**config.mk**
```make
export PLATFORM = sky130hd
export DESIGN_NAME = drs_regbank
export DESIGN_NICKNAME = d
export VERILOG_FILES = /design/src/logic/drs_pkg.sv /design/src/logic/drs_spi_shift.sv /design/src/logic/drs_snap.sv /design/src/logic/drs_regbank.sv
export VERILOG_INCLUDE_DIRS = /design/src /design/src/logic
export SDC_FILE = /design/constraint.sdc
export NUM_CORES = 1
export LEC_CHECK = 0
export BUFFER_PORTS_ARGS = -buffer_cell sky130_fd_sc_hd__buf_2
export CAP_MARGIN = 20
export CORE_MARGIN = 2
export CORE_UTILIZATION = 55
export CTS_CLUSTER_SIZE = 20
export DETAILED_ROUTE_END_ITERATION = 6
export GPL_TIMING_DRIVEN = 0
export PLACE_DENSITY = 0.75
export SETUP_SLACK_MARGIN = 0.3
export SLEW_MARGIN = 0
export SYNTH_ARGS = -nofsm -noshare
export SYNTH_HDL_FRONTEND = slang
export SYNTH_SLANG_ARGS = --single-unit
```
**constraint.sdc**
```tcl
create_clock -name CLK -period 11.95 [get_ports CLK]
set_clock_uncertainty 0.15 [all_clocks]
set_input_delay 2.39 -clock CLK [delete_from_list [all_inputs] [get_ports CLK]]
set_output_delay 2.39 -clock CLK [all_outputs]
set_load 0.05 [all_outputs]
```
**src/logic/drs_cfg.svh**
```systemverilog
// Constants of the dual-axis rate sensor register bank: offsets, fields, resets.
// Assumes inclusion by bare name from every design file that needs a figure.
`ifndef DRS_CFG_SVH
`define DRS_CFG_SVH

// Register offsets (7-bit address space)
`define DRS_ADDR_MAKER      7'h00
`define DRS_ADDR_ELEMENT    7'h01
`define DRS_ADDR_PART       7'h02
`define DRS_ADDR_REV        7'h03
`define DRS_ADDR_SERIAL0    7'h04
`define DRS_ADDR_SERIAL1    7'h05
`define DRS_ADDR_SERIAL2    7'h06
`define DRS_ADDR_SERIAL3    7'h07
`define DRS_ADDR_RATE1_LO   7'h08
`define DRS_ADDR_RATE1_HI   7'h09
`define DRS_ADDR_RATE2_LO   7'h0a
`define DRS_ADDR_RATE2_HI   7'h0b
`define DRS_ADDR_THERM_LO   7'h0c
`define DRS_ADDR_THERM_HI   7'h0d
`define DRS_ADDR_RSVD_A     7'h0e
`define DRS_ADDR_RSVD_B     7'h0f
`define DRS_ADDR_POWER      7'h10
`define DRS_ADDR_FILTER     7'h11
`define DRS_ADDR_READY      7'h12

// Reset and fixed read values
`define DRS_RST_POWER       2'h0
`define DRS_RST_HPF         4'h0
`define DRS_RST_LPF         3'h0
`define DRS_RST_READY       2'h0
`define DRS_RSVD_A_VAL      8'h00
`define DRS_RSVD_B_VAL      8'h03
`define DRS_ZERO_BYTE       8'h00
`define DRS_ZERO_NIBBLE     4'h0

// Arbitrary identity defaults, not those of any real part
`define DRS_DEF_MAKER       8'h5a
`define DRS_DEF_ELEMENT     8'h3c
`define DRS_DEF_PART        8'h61
`define DRS_DEF_REV         8'h01
`define DRS_DEF_SERIAL      32'h1234_5678

// Field positions
`define DRS_PWR_THERM_BIT   0
`define DRS_PWR_MEAS_BIT    1
`define DRS_FLT_HPF_MSB     7
`define DRS_FLT_HPF_LSB     4
`define DRS_FLT_LPF_MSB     2
`define DRS_FLT_LPF_LSB     0
`define DRS_RDY_MSB         1
`define DRS_RDY_LSB         0
`define DRS_RDY_MODE_DRDY   2'h1

// Serial framing
`define DRS_BIT_LAST        3'h7
`define DRS_BIT_ONE         3'h1
`define DRS_BIT_ZERO        3'h0
`define DRS_ADDR_ONE        7'h01

// Pin synchroniser idle levels {sclk, cs_n, sdi, ready pin}
`define DRS_PIN_IDLE        4'hc
`define DRS_RST_SYNC_IDLE   2'h0

`endif

```
**src/logic/drs_pkg.sv**
```systemverilog
// Types shared by the rate sensor register bank and its two helpers.
// Assumes drs_cfg.svh is on the include path.
package drs_pkg;

  // One coherent sample set: both axes and temperature
  typedef struct packed {
    logic [15:0] rate1;
    logic [15:0] rate2;
    logic [11:0] therm;
  } drs_sample_t;

  // Register access requests decoded from the serial frame
  typedef struct packed {
    logic       rd;
    logic       rd_burst;
    logic [6:0] rd_addr;
    logic       wr;
    logic       wr_burst;
    logic [6:0] wr_addr;
    logic [7:0] wdata;
  } drs_req_t;

  // Serial frame phase
  typedef enum logic {
    DRS_HDR,
    DRS_DATA
  } drs_phase_t;

endpackage

```
**src/logic/drs_spi_shift.sv**
```systemverilog
// Serial shift engine: clock mode 3, header byte then data bytes, auto-increment.
// Assumes sclk, cs_act and sdi are already synchronised to clk.
`timescale 1ns/1ps
`include "drs_cfg.svh"

module drs_spi_shift (
  // Clock, reset, enable
  input  wire logic             clk,
  input  wire logic             rst_n,
  input  wire logic             ce,
  // Synchronised serial pins
  input  wire logic             sclk,
  input  wire logic             cs_act,
  input  wire logic             sdi,
  // Register side
  input  wire logic [7:0]       rd_data,
  output drs_pkg::drs_req_t     req,
  output logic                  sdo
);
  import drs_pkg::*;

  logic        sclk_q_ff, nxt_sclk_q;
  logic [2:0]  cnt_ff, nxt_cnt;
  drs_phase_t  phase_ff, nxt_phase;
  logic [7:0]  shin_ff, nxt_shin;
  logic [7:0]  tx_ff, nxt_tx;
  logic [6:0]  addr_ff, nxt_addr;
  logic        rw_ff, nxt_rw;
  logic        first_ff, nxt_first;
  logic        sdo_ff, nxt_sdo;
  logic        rise;
  logic        fall;
  logic [7:0]  byte_in;

  assign rise    = sclk & ~sclk_q_ff & cs_act;
  assign fall    = ~sclk & sclk_q_ff & cs_act;
  assign byte_in = {shin_ff[6:0], sdi};
  assign sdo     = sdo_ff;

  // Frame sequencing: rw flag, 7-bit address, then data bytes
  always_comb begin
    nxt_sclk_q = sclk;
    nxt_cnt    = cnt_ff;
    nxt_phase  = phase_ff;
    nxt_shin   = shin_ff;
    nxt_tx     = tx_ff;
    nxt_addr   = addr_ff;
    nxt_rw     = rw_ff;
    nxt_first  = first_ff;
    nxt_sdo    = sdo_ff;
    req        = '0;
    if (!cs_act) begin
      nxt_cnt   = `DRS_BIT_ZERO;
      nxt_phase = DRS_HDR;
      nxt_first = 1'b1;
    end else if (rise) begin
      nxt_shin = byte_in;
      nxt_cnt  = cnt_ff + `DRS_BIT_ONE;
      if (cnt_ff == `DRS_BIT_LAST) begin
        case (phase_ff)
          DRS_HDR: begin
            nxt_rw      = byte_in[7];
            nxt_addr    = byte_in[6:0];
            nxt_phase   = DRS_DATA;
            req.rd      = byte_in[7];
            req.rd_addr = byte_in[6:0];
            nxt_tx      = byte_in[7] ? rd_data : `DRS_ZERO_BYTE;
          end
          default: begin
            req.wr       = ~rw_ff;
            req.wr_addr  = addr_ff;
            req.wr_burst = ~first_ff;
            req.wdata    = byte_in;
            nxt_addr     = addr_ff + `DRS_ADDR_ONE;
            nxt_first    = 1'b0;
            req.rd       = rw_ff;
            req.rd_burst = 1'b1;
            req.rd_addr  = addr_ff + `DRS_ADDR_ONE;
            nxt_tx       = rw_ff ? rd_data : `DRS_ZERO_BYTE;
          end
        endcase
      end
    end else if (fall && phase_ff == DRS_DATA) begin
      nxt_sdo = tx_ff[7];
      nxt_tx  = {tx_ff[6:0], 1'b0};
    end
  end

  // State registers
  always_ff @(posedge clk or negedge rst_n) begin
    if (!rst_n) begin
      sclk_q_ff <= 1'b1;
      cnt_ff    <= `DRS_BIT_ZERO;
      phase_ff  <= DRS_HDR;
      shin_ff   <= `DRS_ZERO_BYTE;
      tx_ff     <= `DRS_ZERO_BYTE;
      addr_ff   <= 7'h00;
      rw_ff     <= 1'b0;
      first_ff  <= 1'b1;
      sdo_ff    <= 1'b0;
    end else if (ce) begin
      sclk_q_ff <= nxt_sclk_q;
      cnt_ff    <= nxt_cnt;
      phase_ff  <= nxt_phase;
      shin_ff   <= nxt_shin;
      tx_ff     <= nxt_tx;
      addr_ff   <= nxt_addr;
      rw_ff     <= nxt_rw;
      first_ff  <= nxt_first;
      sdo_ff    <= nxt_sdo;
    end
  end
endmodule // drs_spi_shift

```
**src/logic/drs_snap.sv**
```systemverilog
// Sample store: live copy from the datapath and a frame-frozen shadow for reads.
// Assumes load is a one-cycle pulse on clk and hold is high for a whole frame.
`timescale 1ns/1ps
`include "drs_cfg.svh"

module drs_snap (
  // Clock, reset, enable
  input  wire logic              clk,
  input  wire logic              rst_n,
  input  wire logic              ce,
  // Control
  input  wire logic              clear,
  input  wire logic              load,
  input  wire logic              therm_en,
  input  wire logic              hold,
  // Data
  input  drs_pkg::drs_sample_t   sample_in,
  output drs_pkg::drs_sample_t   sample_out
);
  import drs_pkg::*;

  drs_sample_t live_ff, nxt_live;
  drs_sample_t shadow_ff, nxt_shadow;

  assign sample_out = shadow_ff;

  // Live store and frame shadow
  always_comb begin
    nxt_live = live_ff;
    if (clear) begin
      nxt_live = '0;
    end else if (load) begin
      nxt_live.rate1 = sample_in.rate1;
      nxt_live.rate2 = sample_in.rate2;
      if (therm_en) begin
        nxt_live.therm = sample_in.therm;
      end
    end
    nxt_shadow = hold ? shadow_ff : nxt_live;
  end

  always_ff @(posedge clk or negedge rst_n) begin
    if (!rst_n) begin
      live_ff   <= '0;
      shadow_ff <= '0;
    end else if (ce) begin
      live_ff   <= nxt_live;
      shadow_ff <= nxt_shadow;
    end
  end
endmodule // drs_snap

```
**src/logic/drs_regbank.sv**
```systemverilog
// Register bank of a dual-axis angular rate sensor behind a 4-wire serial port.
// Assumes the master drives mode-3 frames no faster than about CLK/8 per bit.
`timescale 1ns/1ps
`include "drs_cfg.svh"

module drs_regbank #(
  parameter logic [7:0]  MAKER_CODE   = `DRS_DEF_MAKER,   // Arbitrary value
  parameter logic [7:0]  ELEMENT_CODE = `DRS_DEF_ELEMENT, // Arbitrary value
  parameter logic [7:0]  PART_CODE    = `DRS_DEF_PART,    // Arbitrary value
  parameter logic [7:0]  REVISION     = `DRS_DEF_REV,     // Arbitrary value
  parameter logic [31:0] SERIAL_NUM   = `DRS_DEF_SERIAL   // Arbitrary value
) (
  // Clock, reset, enable
  input  wire logic              CLK,
  input  wire logic              RST_N,
  input  wire logic              CE,
  // Serial port pins
  input  wire logic              SCLK,
  input  wire logic              CS_N,
  input  wire logic              SDI,
  output logic                   SDO,
  output logic                   SDO_OE,
  // Shared ready pin
  input  wire logic              READY_PIN_IN,
  output logic                   READY_PIN_OUT,
  output logic                   READY_PIN_OE,
  output logic                   ANALOG_SELECT,
  // Sample datapath
  input  wire logic              SAMPLE_VALID,
  input  drs_pkg::drs_sample_t   SAMPLE,
  // Settings to the datapath
  output logic                   MEASURE_EN,
  output logic                   THERMAL_SENSOR_ENABLE,
  output logic [3:0]             HIGHPASS_POLE_SELECT,
  output logic [2:0]             LOWPASS_POLE_SELECT
);
  import drs_pkg::*;

  // Reset release and pin synchronisers
  logic [1:0]  rst_sync_ff;
  logic        rst_n_sync;
  logic [3:0]  pin_meta_ff;
  logic [3:0]  pin_ff;
  logic        sclk_s;
  logic        cs_act_s;
  logic        sdi_s;
  logic        rdy_pin_s;

  // Control registers
  logic        therm_en_ff, nxt_therm_en;
  logic        meas_ff, nxt_meas;
  logic [3:0]  hpf_ff, nxt_hpf;
  logic [2:0]  lpf_ff, nxt_lpf;
  logic [1:0]  rdy_cfg_ff, nxt_rdy_cfg;
  logic        drdy_ff, nxt_drdy;
  logic        rdy_out_ff, nxt_rdy_out;
  logic        asel_ff, nxt_asel;
  logic        sclk_q_ff, nxt_sclk_q;
  logic        pend_rd_ff, nxt_pend_rd;

  // Internal nets
  drs_req_t    req;
  drs_sample_t smp;
  logic [7:0]  rd_data;
  logic        sdo_eng;
  logic        wr_ok;
  logic        rd_ok;
  logic        meas_enter;
  logic        sample_take;
  logic        data_read;
  logic        sample_req;
  logic        sclk_fall;

  // Reset release through two flops
  always_ff @(posedge CLK or negedge RST_N) begin
    if (!RST_N) begin
      rst_sync_ff <= `DRS_RST_SYNC_IDLE;
    end else begin
      rst_sync_ff <= {rst_sync_ff[0], 1'b1};
    end
  end
  assign rst_n_sync = rst_sync_ff[1];

  // Two-flop synchronisers for SCLK, CS_N, SDI and READY_PIN_IN, one per bit
  genvar gi;
  generate
    for (gi = 0; gi < 4; gi++) begin : g_pin_sync
      logic pin_raw;
      logic [3:0] pin_idle;
      assign pin_idle = `DRS_PIN_IDLE;
      assign pin_raw  = (gi == 3) ? SCLK : (gi == 2) ? CS_N : (gi == 1) ? SDI : READY_PIN_IN;
      always_ff @(posedge CLK or negedge rst_n_sync) begin
        if (!rst_n_sync) begin
          pin_meta_ff[gi] <= pin_idle[gi];
          pin_ff[gi]      <= pin_idle[gi];
        end else if (CE) begin
          pin_meta_ff[gi] <= pin_raw;
          pin_ff[gi]      <= pin_meta_ff[gi];
        end
      end
    end
  endgenerate
  assign sclk_s    = pin_ff[3];
  assign cs_act_s  = ~pin_ff[2];
  assign sdi_s     = pin_ff[1];
  assign rdy_pin_s = pin_ff[0];

  // Serial engine
  drs_spi_shift u_shift (
    .clk     (CLK),
    .rst_n   (rst_n_sync),
    .ce      (CE),
    .sclk    (sclk_s),
    .cs_act  (cs_act_s),
    .sdi     (sdi_s),
    .rd_data (rd_data),
    .req     (req),
    .sdo     (sdo_eng)
  );

  // Bursts are refused while in standby
  assign wr_ok = req.wr & (meas_ff | ~req.wr_burst);
  assign rd_ok = req.rd & (meas_ff | ~req.rd_burst);

  // Sample acceptance and measurement entry
  assign meas_enter  = wr_ok & (req.wr_addr == `DRS_ADDR_POWER)
                     & req.wdata[`DRS_PWR_MEAS_BIT] & ~meas_ff;
  assign sample_take = SAMPLE_VALID & meas_ff;

  // Sample store, frozen while a frame is open
  drs_snap u_snap (
    .clk        (CLK),
    .rst_n      (rst_n_sync),
    .ce         (CE),
    .clear      (meas_enter),
    .load       (sample_take),
    .therm_en   (therm_en_ff),
    .hold       (cs_act_s),
    .sample_in  (SAMPLE),
    .sample_out (smp)
  );

  // Read decode for the address the engine asks for
  always_comb begin
    rd_data = `DRS_ZERO_BYTE;
    if (!rd_ok) begin
      rd_data = `DRS_ZERO_BYTE;
    end else if (req.rd_addr == `DRS_ADDR_MAKER) begin
      rd_data = MAKER_CODE;
    end else if (req.rd_addr == `DRS_ADDR_ELEMENT) begin
      rd_data = ELEMENT_CODE;
    end else if (req.rd_addr == `DRS_ADDR_PART) begin
      rd_data = PART_CODE;
    end else if (req.rd_addr == `DRS_ADDR_REV) begin
      rd_data = REVISION;
    end else if (req.rd_addr == `DRS_ADDR_SERIAL0) begin
      rd_data = SERIAL_NUM[7:0];
    end else if (req.rd_addr == `DRS_ADDR_SERIAL1) begin
      rd_data = SERIAL_NUM[15:8];
    end else if (req.rd_addr == `DRS_ADDR_SERIAL2) begin
      rd_data = SERIAL_NUM[23:16];
    end else if (req.rd_addr == `DRS_ADDR_SERIAL3) begin
      rd_data = SERIAL_NUM[31:24];
    end else if (req.rd_addr == `DRS_ADDR_RATE1_LO) begin
      rd_data = smp.rate1[7:0];
    end else if (req.rd_addr == `DRS_ADDR_RATE1_HI) begin
      rd_data = smp.rate1[15:8];
    end else if (req.rd_addr == `DRS_ADDR_RATE2_LO) begin
      rd_data = smp.rate2[7:0];
    end else if (req.rd_addr == `DRS_ADDR_RATE2_HI) begin
      rd_data = smp.rate2[15:8];
    end else if (req.rd_addr == `DRS_ADDR_THERM_LO) begin
      rd_data = smp.therm[7:0];
    end else if (req.rd_addr == `DRS_ADDR_THERM_HI) begin
      rd_data = {`DRS_ZERO_NIBBLE, smp.therm[11:8]};
    end else if (req.rd_addr == `DRS_ADDR_RSVD_A) begin
      rd_data = `DRS_RSVD_A_VAL;
    end else if (req.rd_addr == `DRS_ADDR_RSVD_B) begin
      rd_data = `DRS_RSVD_B_VAL;
    end else if (req.rd_addr == `DRS_ADDR_POWER) begin
      rd_data = {6'h00, meas_ff, therm_en_ff};
    end else if (req.rd_addr == `DRS_ADDR_FILTER) begin
      rd_data = {hpf_ff, 1'b0, lpf_ff};
    end else if (req.rd_addr == `DRS_ADDR_READY) begin
      rd_data = {6'h00, rdy_cfg_ff};
    end
  end

  // A granted read of any sample byte arms the consume flag
  assign sample_req = rd_ok & (req.rd_addr >= `DRS_ADDR_RATE1_LO)
                    & (req.rd_addr <= `DRS_ADDR_THERM_HI);
  assign sclk_fall  = ~sclk_s & sclk_q_ff & cs_act_s;

  // A byte counts as read only once the master clocks it out;
  // the prefetch at the end of a frame dies with the frame
  always_comb begin
    nxt_sclk_q  = sclk_s;
    nxt_pend_rd = pend_rd_ff;
    data_read   = 1'b0;
    if (!cs_act_s) begin
      nxt_pend_rd = 1'b0;
    end else if (req.rd) begin
      nxt_pend_rd = sample_req;
    end else if (sclk_fall) begin
      data_read   = pend_rd_ff;
      nxt_pend_rd = 1'b0;
    end
  end

  // Consume tracking registers
  always_ff @(posedge CLK or negedge rst_n_sync) begin
    if (!rst_n_sync) begin
      sclk_q_ff  <= 1'b1;
      pend_rd_ff <= 1'b0;
    end else if (CE) begin
      sclk_q_ff  <= nxt_sclk_q;
      pend_rd_ff <= nxt_pend_rd;
    end
  end

  // Writable settings; fixed bits and read-only addresses drop writes
  always_comb begin
    nxt_therm_en = therm_en_ff;
    nxt_meas     = meas_ff;
    nxt_hpf      = hpf_ff;
    nxt_lpf      = lpf_ff;
    nxt_rdy_cfg  = rdy_cfg_ff;
    if (wr_ok) begin
      if (req.wr_addr == `DRS_ADDR_POWER) begin
        nxt_therm_en = req.wdata[`DRS_PWR_THERM_BIT];
        nxt_meas     = req.wdata[`DRS_PWR_MEAS_BIT];
      end else if (req.wr_addr == `DRS_ADDR_FILTER) begin
        nxt_hpf = req.wdata[`DRS_FLT_HPF_MSB:`DRS_FLT_HPF_LSB];
        nxt_lpf = req.wdata[`DRS_FLT_LPF_MSB:`DRS_FLT_LPF_LSB];
      end else if (req.wr_addr == `DRS_ADDR_READY) begin
        nxt_rdy_cfg = req.wdata[`DRS_RDY_MSB:`DRS_RDY_LSB];
      end
    end
  end

  // Settings registers
  always_ff @(posedge CLK or negedge rst_n_sync) begin
    if (!rst_n_sync) begin
      therm_en_ff <= `DRS_RST_POWER == 2'h0 ? 1'b0 : 1'b1;
      meas_ff     <= 1'b0;
      hpf_ff      <= `DRS_RST_HPF;
      lpf_ff      <= `DRS_RST_LPF;
      rdy_cfg_ff  <= `DRS_RST_READY;
    end else if (CE) begin
      therm_en_ff <= nxt_therm_en;
      meas_ff     <= nxt_meas;
      hpf_ff      <= nxt_hpf;
      lpf_ff      <= nxt_lpf;
      rdy_cfg_ff  <= nxt_rdy_cfg;
    end
  end

  // Data-ready flag: a new sample wins over a read in the same cycle
  always_comb begin
    nxt_drdy = drdy_ff;
    if (meas_enter) begin
      nxt_drdy = 1'b0;
    end else if (sample_take) begin
      nxt_drdy = 1'b1;
    end else if (data_read) begin
      nxt_drdy = 1'b0;
    end
    nxt_rdy_out = (rdy_cfg_ff == `DRS_RDY_MODE_DRDY) & nxt_drdy;
    nxt_asel    = ~rdy_cfg_ff[0] & rdy_pin_s;
  end

  // Ready pin registers
  always_ff @(posedge CLK or negedge rst_n_sync) begin
    if (!rst_n_sync) begin
      drdy_ff    <= 1'b0;
      rdy_out_ff <= 1'b0;
      asel_ff    <= 1'b0;
    end else if (CE) begin
      drdy_ff    <= nxt_drdy;
      rdy_out_ff <= nxt_rdy_out;
      asel_ff    <= nxt_asel;
    end
  end

  // Pin and datapath outputs
  assign SDO                   = sdo_eng;
  assign SDO_OE                = cs_act_s;
  assign READY_PIN_OUT         = rdy_out_ff;
  assign READY_PIN_OE          = (rdy_cfg_ff == `DRS_RDY_MODE_DRDY);
  assign ANALOG_SELECT         = asel_ff;
  assign MEASURE_EN            = meas_ff;
  assign THERMAL_SENSOR_ENABLE = therm_en_ff;
  assign HIGHPASS_POLE_SELECT  = hpf_ff;
  assign LOWPASS_POLE_SELECT   = lpf_ff;
endmodule // drs_regbank

```
## Yosys cells after proc, flatten, opt, wreduce, memory -nomap -nowiden

Cells that the tools add are included.

- Input port bits: 52
- Register bits after elaboration: 143

- Mux-type cells: 54
- Bitwise gates (word level): 28
- $lt $le $gt $ge: 2
- Add/sub/neg operators: 2
- Eq/ne operators: 24
- Reduce and logical (&&, ||, !) cells: 19

Operators with widths:

| cell | count |
|---|---|
| $mux W8 | 25 |
| $mux W44 | 2 |
| $mux W26 | 3 |
| $eq A7 B4 Y1 const B | 8 |
| $eq A7 B5 Y1 const B | 6 |
| $eq A7 B3 Y1 const B | 4 |
| $reduce_and A4 Y1 | 5 |
| $mux W1 | 18 |
| $mux W17 | 1 |
| $and A1 B1 Y1 | 14 |
| $eq A7 B2 Y1 const B | 2 |
| $mux W12 | 1 |
| $not A1 Y1 | 12 |
| $reduce_and A3 Y1 | 3 |
| $reduce_bool A2 Y1 | 4 |
| $add A7 B1 Y7 const B | 1 |
| $eq A7 B1 Y1 const B | 1 |
| $ge A7 B4 Y1 const B | 1 |
| $le A7 B4 Y1 const B | 1 |
| $logic_not A7 Y1 | 1 |
| $mux W7 | 1 |
| $mux W3 | 2 |
| $reduce_and A2 Y1 | 3 |
| $reduce_and A5 Y1 | 1 |
| 8 further kinds | 9 |

## Depth between registers and ports, before layout

Gate-level depths: netlist of the first run.

- Word-level depth: 30
- Gate-level depth with buffers: 10

## Cells and area by module

Synthesis of the first run repeated with hierarchy kept, for this count alone.

- Cell total of the unflattened synthesis: 825
- Area, all modules: 7,666.1 µm²

Modules (own cells, without submodules):

| module | area each (µm²) | instances | cells an instance |
|---|---|---|---|
| drs_snap | 4,001.3 | 1 | 423 |
| drs_regbank | 1,963.1 | 1 | 221 |
| drs_spi_shift | 1,701.6 | 1 | 181 |

## Least setup slack after synthesis of the first run

OpenSTA, ideal clock, no wires.

- Kind: input port to flip-flop
- Start: in CE
- End: reg hpf_ff[3], in the netlist HIGHPASS_POLE_SELECT[3]
- Setup time: 0.125 ns
- Required time: 11.675 ns
- Path slack: 7.909 ns
- Stages: 5
- Data arrival time: 3.766 ns
- Path through: clkbuf_1 nand3_1 or3_4 nor3b_4 mux2_4

- Word-level cells in the longest chain between the ends: 1

Ends and longest elaborated chain:

| what | line | text |
|---|---|---|
| start, declared | drs_regbank.sv:16 | `input wire logic CE,` |
| $reduce_and A4 Y1 (no source line) | n/a |  |
| end signal, assigned | drs_regbank.sv:246 | `` hpf_ff <= `DRS_RST_HPF; `` |
| end signal, assigned | drs_regbank.sv:252 | `hpf_ff <= nxt_hpf;` |
| end, declared | drs_regbank.sv:52 | `logic [3:0] hpf_ff, nxt_hpf;` |

Every way passes these cells.
A chain may end at the register's enable or synchronous reset.

## Worst setup path after layout of the first run

- Start: reg pin_ff[2]
- End: out SDO_OE

- Word-level cells in the longest chain between the ends: 1

Ends and longest elaborated chain:

| what | line | text |
|---|---|---|
| start, declared | drs_regbank.sv:43 | `logic [3:0] pin_ff;` |
| start signal, assigned by index | drs_regbank.sv:95 | `pin_ff[gi] <= pin_idle[gi];` |
| start signal, assigned by index | drs_regbank.sv:98 | `pin_ff[gi] <= pin_meta_ff[gi];` |
| $not A1 Y1 (no source line) | n/a |  |
| end, declared | drs_regbank.sv:22 | `output logic SDO_OE,` |

Every way passes these cells.

==> results.toml, run 1 <==
[outcome]
status = "completed"

[yosys]
synth-edff-count = 0
postSynthRegisterBits = 143
synthesis.area_um2 = 7200
synth_nets = 738
ys.warnings.count = 0
syn-mean-instance-area_um2 = 10.5
synthDistinctLibCells = 73
ys.flop_type = "sky130_fd_sc_hd__dfrtp_1"
synth-seq-area-share_pct = 49.8
netlist_instances = 683
async_reset_ff_share_pct = 100

[floorplan]
num_rows = 41
fp.coreArea_um2 = 12700
die-width_um = 118
fp.dieArea_um2 = 14000
pin_count = 66
fp.dieH_um = 118
initial_standard_cell_utilization_of_the_core_pct = 56.6

[power]
totalPowerFinal_mw = 1.30
leakage_nw = 3.95
pwr_density_cell_nw_per_um2 = 155
power.ir.vdd_worst_uv = 122

[timing]
rsz_0062_raised_after_global_routing = "false"
tightest_slew_ps = 1020
final_clock_period_utilization_by_the_worst_path_pct = 35.0
achievable-frequency_mhz = 239
timing.slew.headroom_pct = 32.3
hold_viol = 0
report.final.slew_viol_count = 0
finalSetupViolCount = 0
timing.setup.tns_ps = 0
final_period_minus_worst_setup_slack_ps = 4180

[worst_setup_path]
critical_path.startpoint = "pin_ff[2]"
crit-reg2reg-launch = "u_shift.cnt_ff[0]"
required_time_of_the_critical_path_ps = 9410
timing.critical_path.cells = "buf_2 > clkinv_1 > buf_2"
cp.arrival_ps = 1640
critical-path-top-cell-by-count = "sky130_fd_sc_hd__buf_2"
critical_path_buf_inv_count = 3
cpPeakStageDelay_ps = 510
setup.worst_path.class = "reg -> out"
kind_of_end_point_of_the_critical_path = "output pin"
crit_path_top_delay_cell = "sky130_fd_sc_hd__dfstp_2"
critical-path-top-delay-family = "buffers and inverters"
start_kind = "register"
critical_path_peak_fanout = 9

[drt]
post_drt_via_cell_ratio = 6.27
detailroute.via_count = 5966
detailed_routing_iterations_pass_1 = 5
detail_route.drc_violations = 0
final_antenna_net_count = 0
drt-total-wl_mm = 20.8
drt-initial-drc-count = 431
wire_length_per_cell_after_detailed_routing_um = 21.8

[finish]
diodes = 0
syn2layout_area_growth_pct = 16.3
area_of_all_placed_cells_without_fillers_um2 = 8370
finalNonFillerCells = 952
multiInputGateArea_um2 = 3400
num-nets-final = 822
area.sequential_um2 = 3590
nFillCells = 1016
drive_above_1_share_pct = 20.8

[place]
hpwlAfterDp_mm = 15.3
place.gp.congestion = 0.955
postPlaceCellArea_um2 = 7760
numPlacedInstances = 920
io_buffer_count = 64

[min_path]
min-delay-start = "rst_sync_ff[0]"
hold_class = "reg -> reg"

[global_route]
globalRouteTotalUtil_pct = 30.8
antenna_found_initial = 0
first_global_vias = 6072
global_route.overflow_total = 0
grt_pass1_wl_mm = 33.4
grt_start_max_net_pins = 74

[clocking]
cts-resized-gates = 0
cts-buffers-inserted = 17
worst_skew_pair.late_latency_ps = 430
clock_pin_slew_reported_for_the_worst_setup_and_hold_paths_after_clock_tree_synthesis_ps = 60
htree_levels = 4
tritoncts_num_sinks = 143
tritoncts = "built"
post_cts_setup_repair_bufs = 0
cts.root.buffer_cell = "sky130_fd_sc_hd__clkbuf_16"
cts_hold_buffers = 0
ctsLongestPathBuffers = 2

[job]
cap_viol_max_count = 0
-- cells by family (layout without fill, tap and decap cells) --
family | count (synthesis) | after routing | share of synthesized area [%]
AOI/OAI and AO/OA | 214 | 214 | 21.1
xor gates and xnor gates | 2 | 2 | 0.243
adders and majority gates | 3 | 3 | 0.522
buffers and inverters | 47 | 144 | 2.94
DFF | 143 | 143 | 49.8
muxes | 75 | 75 | 11.2
other | 1 | 1 | 0.0521
and+or+nand+nor | 198 | 198 | 14.2
-- flip-flops by register name, summed over array words and instances (netlist names), 2 cells and up --
register	count
u_snap.live_ff	44
rdy_cfg_ff	2
u_snap.sample_out	44
HIGHPASS_POLE_SELECT	4
u_shift.tx_ff	8
u_shift.cnt_ff	3
LOWPASS_POLE_SELECT	3
u_shift.addr_ff	7
rst_sync_ff	2
pin_meta_ff	4
u_shift.shin_ff	7
-- worst paths after layout --
kind / endpoint / slack (ps) / depth (start not counted)
worst max register to register: u_shift.tx_ff[6] / 8520 / 9
worst max-delay path: SDO_OE / 7770 / 3
max in group asynchronous: rst_sync_ff[1] / 9960 / 1
min in group asynchronous: pin_meta_ff[1] / 320 / 0
worst min-delay path: rst_sync_ff[1] / 210 / 0
worst min register to register: rst_sync_ff[1] / 210 / 0
-- cells in the mapped netlist, drive strengths merged, types with 6 or more instances --
library cell	instances	area, um^2
nand4	6	37.5
dfrtp	137	3430
buf	17	98.8
o21ai	72	360
o211ai	9	72.6
a211oi	8	60.1
nor3	16	100
nand2b	6	37.5
a22o	51	447
o31ai	6	55.1
nand2	87	327
and3	7	43.8
clkbuf	23	86.3
a31oi	8	50.1
dfstp	6	158
mux2	28	330
a21oi	21	105
nand3	11	55.1
mux2i	47	474
nor2b	14	87.6
nor2	29	111
-- cell type report --
type | instances | area share (%)
Buffer | 40 | 2.21
Clock buffer | 20 | 5.46
Clock inverter | 12 | 1.75
Inverter | 7 | 0.314
Multi-Input combinational cell | 493 | 40.6
Sequential cell | 143 | 42.9
Tap cell | 172 | 2.57
Timing Repair Buffer | 65 | 4.16
-- metrics by stage --
step | hold WS, ps | util, % | worst slack, ps
after floorplan | 181 | - | 7530
after global placement | 193 | 60.8 | 6250
after detailed placement | 186 | 61.0 | 7460
after CTS | 211 | 65.8 | 7770
after global routing | 226 | 65.8 | 7660
final | 206 | 65.8 | 7770
-- where the power goes --
group          switching (mW)  internal [mW]  leakage, nW
Combinational           0.148         0.0687         1.71
Clock                   0.222          0.323        0.293
Sequential             0.0303          0.506         1.95
-- layout by cell type (no fill, tap or decap), drive strengths merged, types with 5 or more instances in the layout --
| cell | n |
|---|---|
| dfstp | 6 |
| nand3 | 11 |
| nor2b | 14 |
| clkbuf | 43 |
| a22o | 51 |
| and3 | 7 |
| buf | 82 |
| o21ai | 72 |
| mux2 | 28 |
| and2 | 5 |
| o211ai | 9 |
| nand4 | 6 |
| clkinv | 6 |
| nor2 | 29 |
| a211oi | 8 |
| a31oi | 8 |
| nand2b | 6 |
| a21oi | 21 |
| nor3 | 16 |
| mux2i | 47 |
| o31ai | 6 |
| a31o | 5 |
| inv | 10 |
| nand2 | 87 |
| dfrtp | 137 |
-- metal layers --
layer / share of wire [%] / up-vias / GRT usage [%]
li1: - / 2709 / -
met3: 6.4 / 40 / 6.32
met2: 46 / 245 / 47.3
met5: 0 / - / 0
met4: 2.7 / 0 / 11.2
met1: 45 / 2972 / 43.7
Power figures use the tool's default switching activity.
==> inputs of run 2 (changes only) <==
Settings changed: ABC_AREA set to 1.
Clock period 11.95 ns to 4 ns, I/O delays scaled along.
==> run 2 against run 1 <==
  * Final area rose by 2.3%
  * Worst hold slack worse by 180 ps
  * Routed wire length down 8.8%
  * Sequential share of layout area decreased by 0.97 points
  * Register-to-register slack got worse by 7500 ps
  * Clock power increased to 3.2 times the previous value
  * First-iteration DRC count grew 30%
  * Sequential power grew to 3.5 times the previous value
  * Largest power group is now sequential cells
==> results.toml, run 2 <==
[drt]
wire_length_per_cell_after_detailed_routing_um = 15.5
detail_route.wirelength.met1_mm = 8.35
drt-initial-drc-count = 560
final_antenna_net_count = 0
post_drt_via_cell_ratio = 5.44
highest_layer = "met4"
routed_wl_met3_mm = 1.17
drt-total-wl_mm = 19.0
detailed_routing_iterations_pass_1 = 5
routed-wl-met2_mm = 9.01
detail_route.drc_violations = 0
detailroute.via_count = 6655

[timing]
timing.slew.headroom_pct = 52.8
finalWorstSetupSlack_ps = 1020
hold_viol = 0
achievable-frequency_mhz = 335
rsz_0062_raised_after_global_routing = "false"
timing.setup.tns_ps = 0
final_period_minus_worst_setup_slack_ps = 2980
finalSetupViolCount = 0
tightest_slew_ps = 708
report.final.slew_viol_count = 0
final_clock_period_utilization_by_the_worst_path_pct = 74.6
finalHoldWorstSlack_ps = 30.1

[finish]
finalNonFillerCells = 1223
multiInputGateArea_um2 = 3240
nFillCells = 1138
syn2layout_area_growth_pct = 17.5
diodes = 0
area_of_all_placed_cells_without_fillers_um2 = 8560
layout.cells.most_common_list = "363 x sky130_fd_sc_hd__nand2_1, 136 x sky130_fd_sc_hd__dfrtp_1, 106 x sky130_fd_sc_hd__o21ai_0, 75 x sky130_fd_sc_hd__buf_2, 58 x sky130_fd_sc_hd__inv_1"
finish.utilization_pct = 65.4
num-nets-final = 1089
area.sequential_um2 = 3590
layout_commonest_cell = "sky130_fd_sc_hd__nand2_1"
drive_above_1_share_pct = 16.7

[floorplan]
num_rows = 42
die-width_um = 119
initial_standard_cell_utilization_of_the_core_pct = 55.7
fp.coreArea_um2 = 13100
fp.dieArea_um2 = 14200
pin_count = 66
fp.dieH_um = 119

[job]
cap_viol_max_count = 0

[yosys]
async_reset_ff_share_pct = 100
synth-seq-area-share_pct = 49.2
synthesis.area_um2 = 7290
ys.flop_type = "sky130_fd_sc_hd__dfrtp_1"
netlist_top_cells_area = "sky130_fd_sc_hd__dfrtp_1 47%, sky130_fd_sc_hd__nand2_1 19%, sky130_fd_sc_hd__o21ai_0 7.3%, sky130_fd_sc_hd__nand3_1 3.7%, sky130_fd_sc_hd__inv_1 3.0%"
synth_nets = 1002
synth_top_cells_by_count = "363 x sky130_fd_sc_hd__nand2_1, 137 x sky130_fd_sc_hd__dfrtp_1, 106 x sky130_fd_sc_hd__o21ai_0, 58 x sky130_fd_sc_hd__inv_1, 54 x sky130_fd_sc_hd__nand3_1"
ys.warnings.count = 0
syn-mean-instance-area_um2 = 7.69
synth_largest_type_area_fraction_pct = 47.1
netlist_instances = 947
yosys.area.top_type = "sky130_fd_sc_hd__dfrtp_1"
synthDistinctLibCells = 46
synthMostInstantiatedCell = "sky130_fd_sc_hd__nand2_1"
postSynthRegisterBits = 143
synth-edff-count = 0

[clocking]
clock_pin_slew_reported_for_the_worst_setup_and_hold_paths_after_clock_tree_synthesis_ps = 60
worst_skew_pair.late_latency_ps = 430
ctsLongestPathBuffers = 2
htree_levels = 4
tritoncts = "built"
cts-buffers-inserted = 17
cts.root.buffer_cell = "sky130_fd_sc_hd__clkbuf_16"
post_cts_setup_repair_bufs = 0
tritoncts_num_sinks = 143

[place]
io_buffer_count = 65
hpwlAfterDp_mm = 13.7
preCtsSetupSlack_ps = 908
postPlaceCellArea_um2 = 7890
numPlacedInstances = 1190
place.gp.congestion = 0.986

[power]
totalPowerFinal_mw = 4.25
power.ir.vdd_worst_uv = 390
seq_power_share_pct = 43.6
leakage_nw = 4.19
pwr_density_cell_nw_per_um2 = 496
swShare_pct = 28.1
fraction_of_power_consumed_by_combinational_cells_pct = 15.6
power_switching_mw = 1.19
power.share.clock_pct = 40.8
p_int_mw = 3.05

[worst_setup_path]
critical_path.startpoint = "u_shift.cnt_ff[0]"
worst-r2r-cell-count = 13
cp.arrival_ps = 3110
required_time_of_the_critical_path_ps = 4130
kind_of_end_point_of_the_critical_path = "register"
crit-reg2reg-launch = "u_shift.cnt_ff[0]"
r2r_setup_slk_ps = 1020
start_kind = "register"
setup.worst_path.class = "reg -> reg"
critical_path_peak_fanout = 10

[outcome]
status = "completed"

[global_route]
global_route.overflow_total = 0
first_global_vias = 6360
globalRouteTotalUtil_pct = 28.3
grt_start_max_net_pins = 71
grt_pass1_wl_mm = 31.5
antenna_found_initial = 0

[min_path]
hold_class = "reg -> async"
[run 2: cell count changes in the layout (fill, tap and decap cells not counted), sizes merged, moves of 33 or more]
cell,change
inv,+65
o21ai,+39
mux2i,-47
nor2,+33
a22o,-51
nand2,+283
nand3,+46
[run 2: logic make-up after synthesis]
group	share of synthesized area (%)
compound gates	11.0
flops	49.2
simple gates	30.8
mux	2.16
fa+ha+maj	0.515
buf+inv	6.27
other cells	0.0515
[run 2: final timing paths]
kind,end
min in group CLK,rst_sync_ff[1]
max in group asynchronous,u_snap.sample_out[35]
max,u_snap.live_ff[27]
max reg2reg,u_snap.live_ff[27]
min reg2reg,u_snap.live_ff[7]
min,u_snap.live_ff[7]
[run 2: worst max-delay path, cell delays in order (launching register included)]
cell and delay, ps:
sky130_fd_sc_hd__dfrtp_1 380, sky130_fd_sc_hd__ha_1 170, sky130_fd_sc_hd__ha_1 270, sky130_fd_sc_hd__inv_2 150, sky130_fd_sc_hd__nor2_8 200, sky130_fd_sc_hd__inv_4 80, sky130_fd_sc_hd__nor2_1 90, sky130_fd_sc_hd__inv_1 90
sky130_fd_sc_hd__nor2_1 180, sky130_fd_sc_hd__nand4_1 350, sky130_fd_sc_hd__buf_2 330, sky130_fd_sc_hd__buf_2 220, sky130_fd_sc_hd__nand3_1 80, sky130_fd_sc_hd__o21ai_0 110
[run 2: routing by layer]
layer / track usage (%) / up-vias
met5: 0 / -
met4: 9.67 / 0
met3: 5.60 / 34
met2: 45.1 / 252
met1: 38.9 / 3125
li1: - / 3244
[run 2: timing repair]
item,in CTS,in global routing
resized for setup,0,0
setup endpoints to repair,0,0
hold buffers,1,0
endpoints found under the hold margin,2,0
[run 2: cell type report]
cell class / count / share of cell area (%)
buffer: 41 / 1.99
clock buffer: 21 / 5.61
clock inverter: 11 / 2.08
inverter: 75 / 3.35
multi-input combinational: 688 / 37.9
sequential: 143 / 41.9
tap: 176 / 2.57
timing repair buffer: 68 / 4.56
[run 2: power by group through the flow]
stage	Sequential [mW]	Clock [mW]	Combinational (mW)
final	1.85	1.74	0.662
after global routing	1.88	1.82	0.755
after CTS	1.85	1.76	0.664
after detailed placement	1.87	0	0.654
after global placement	1.89	0	0.605
after floorplan	1.86	0	0.450
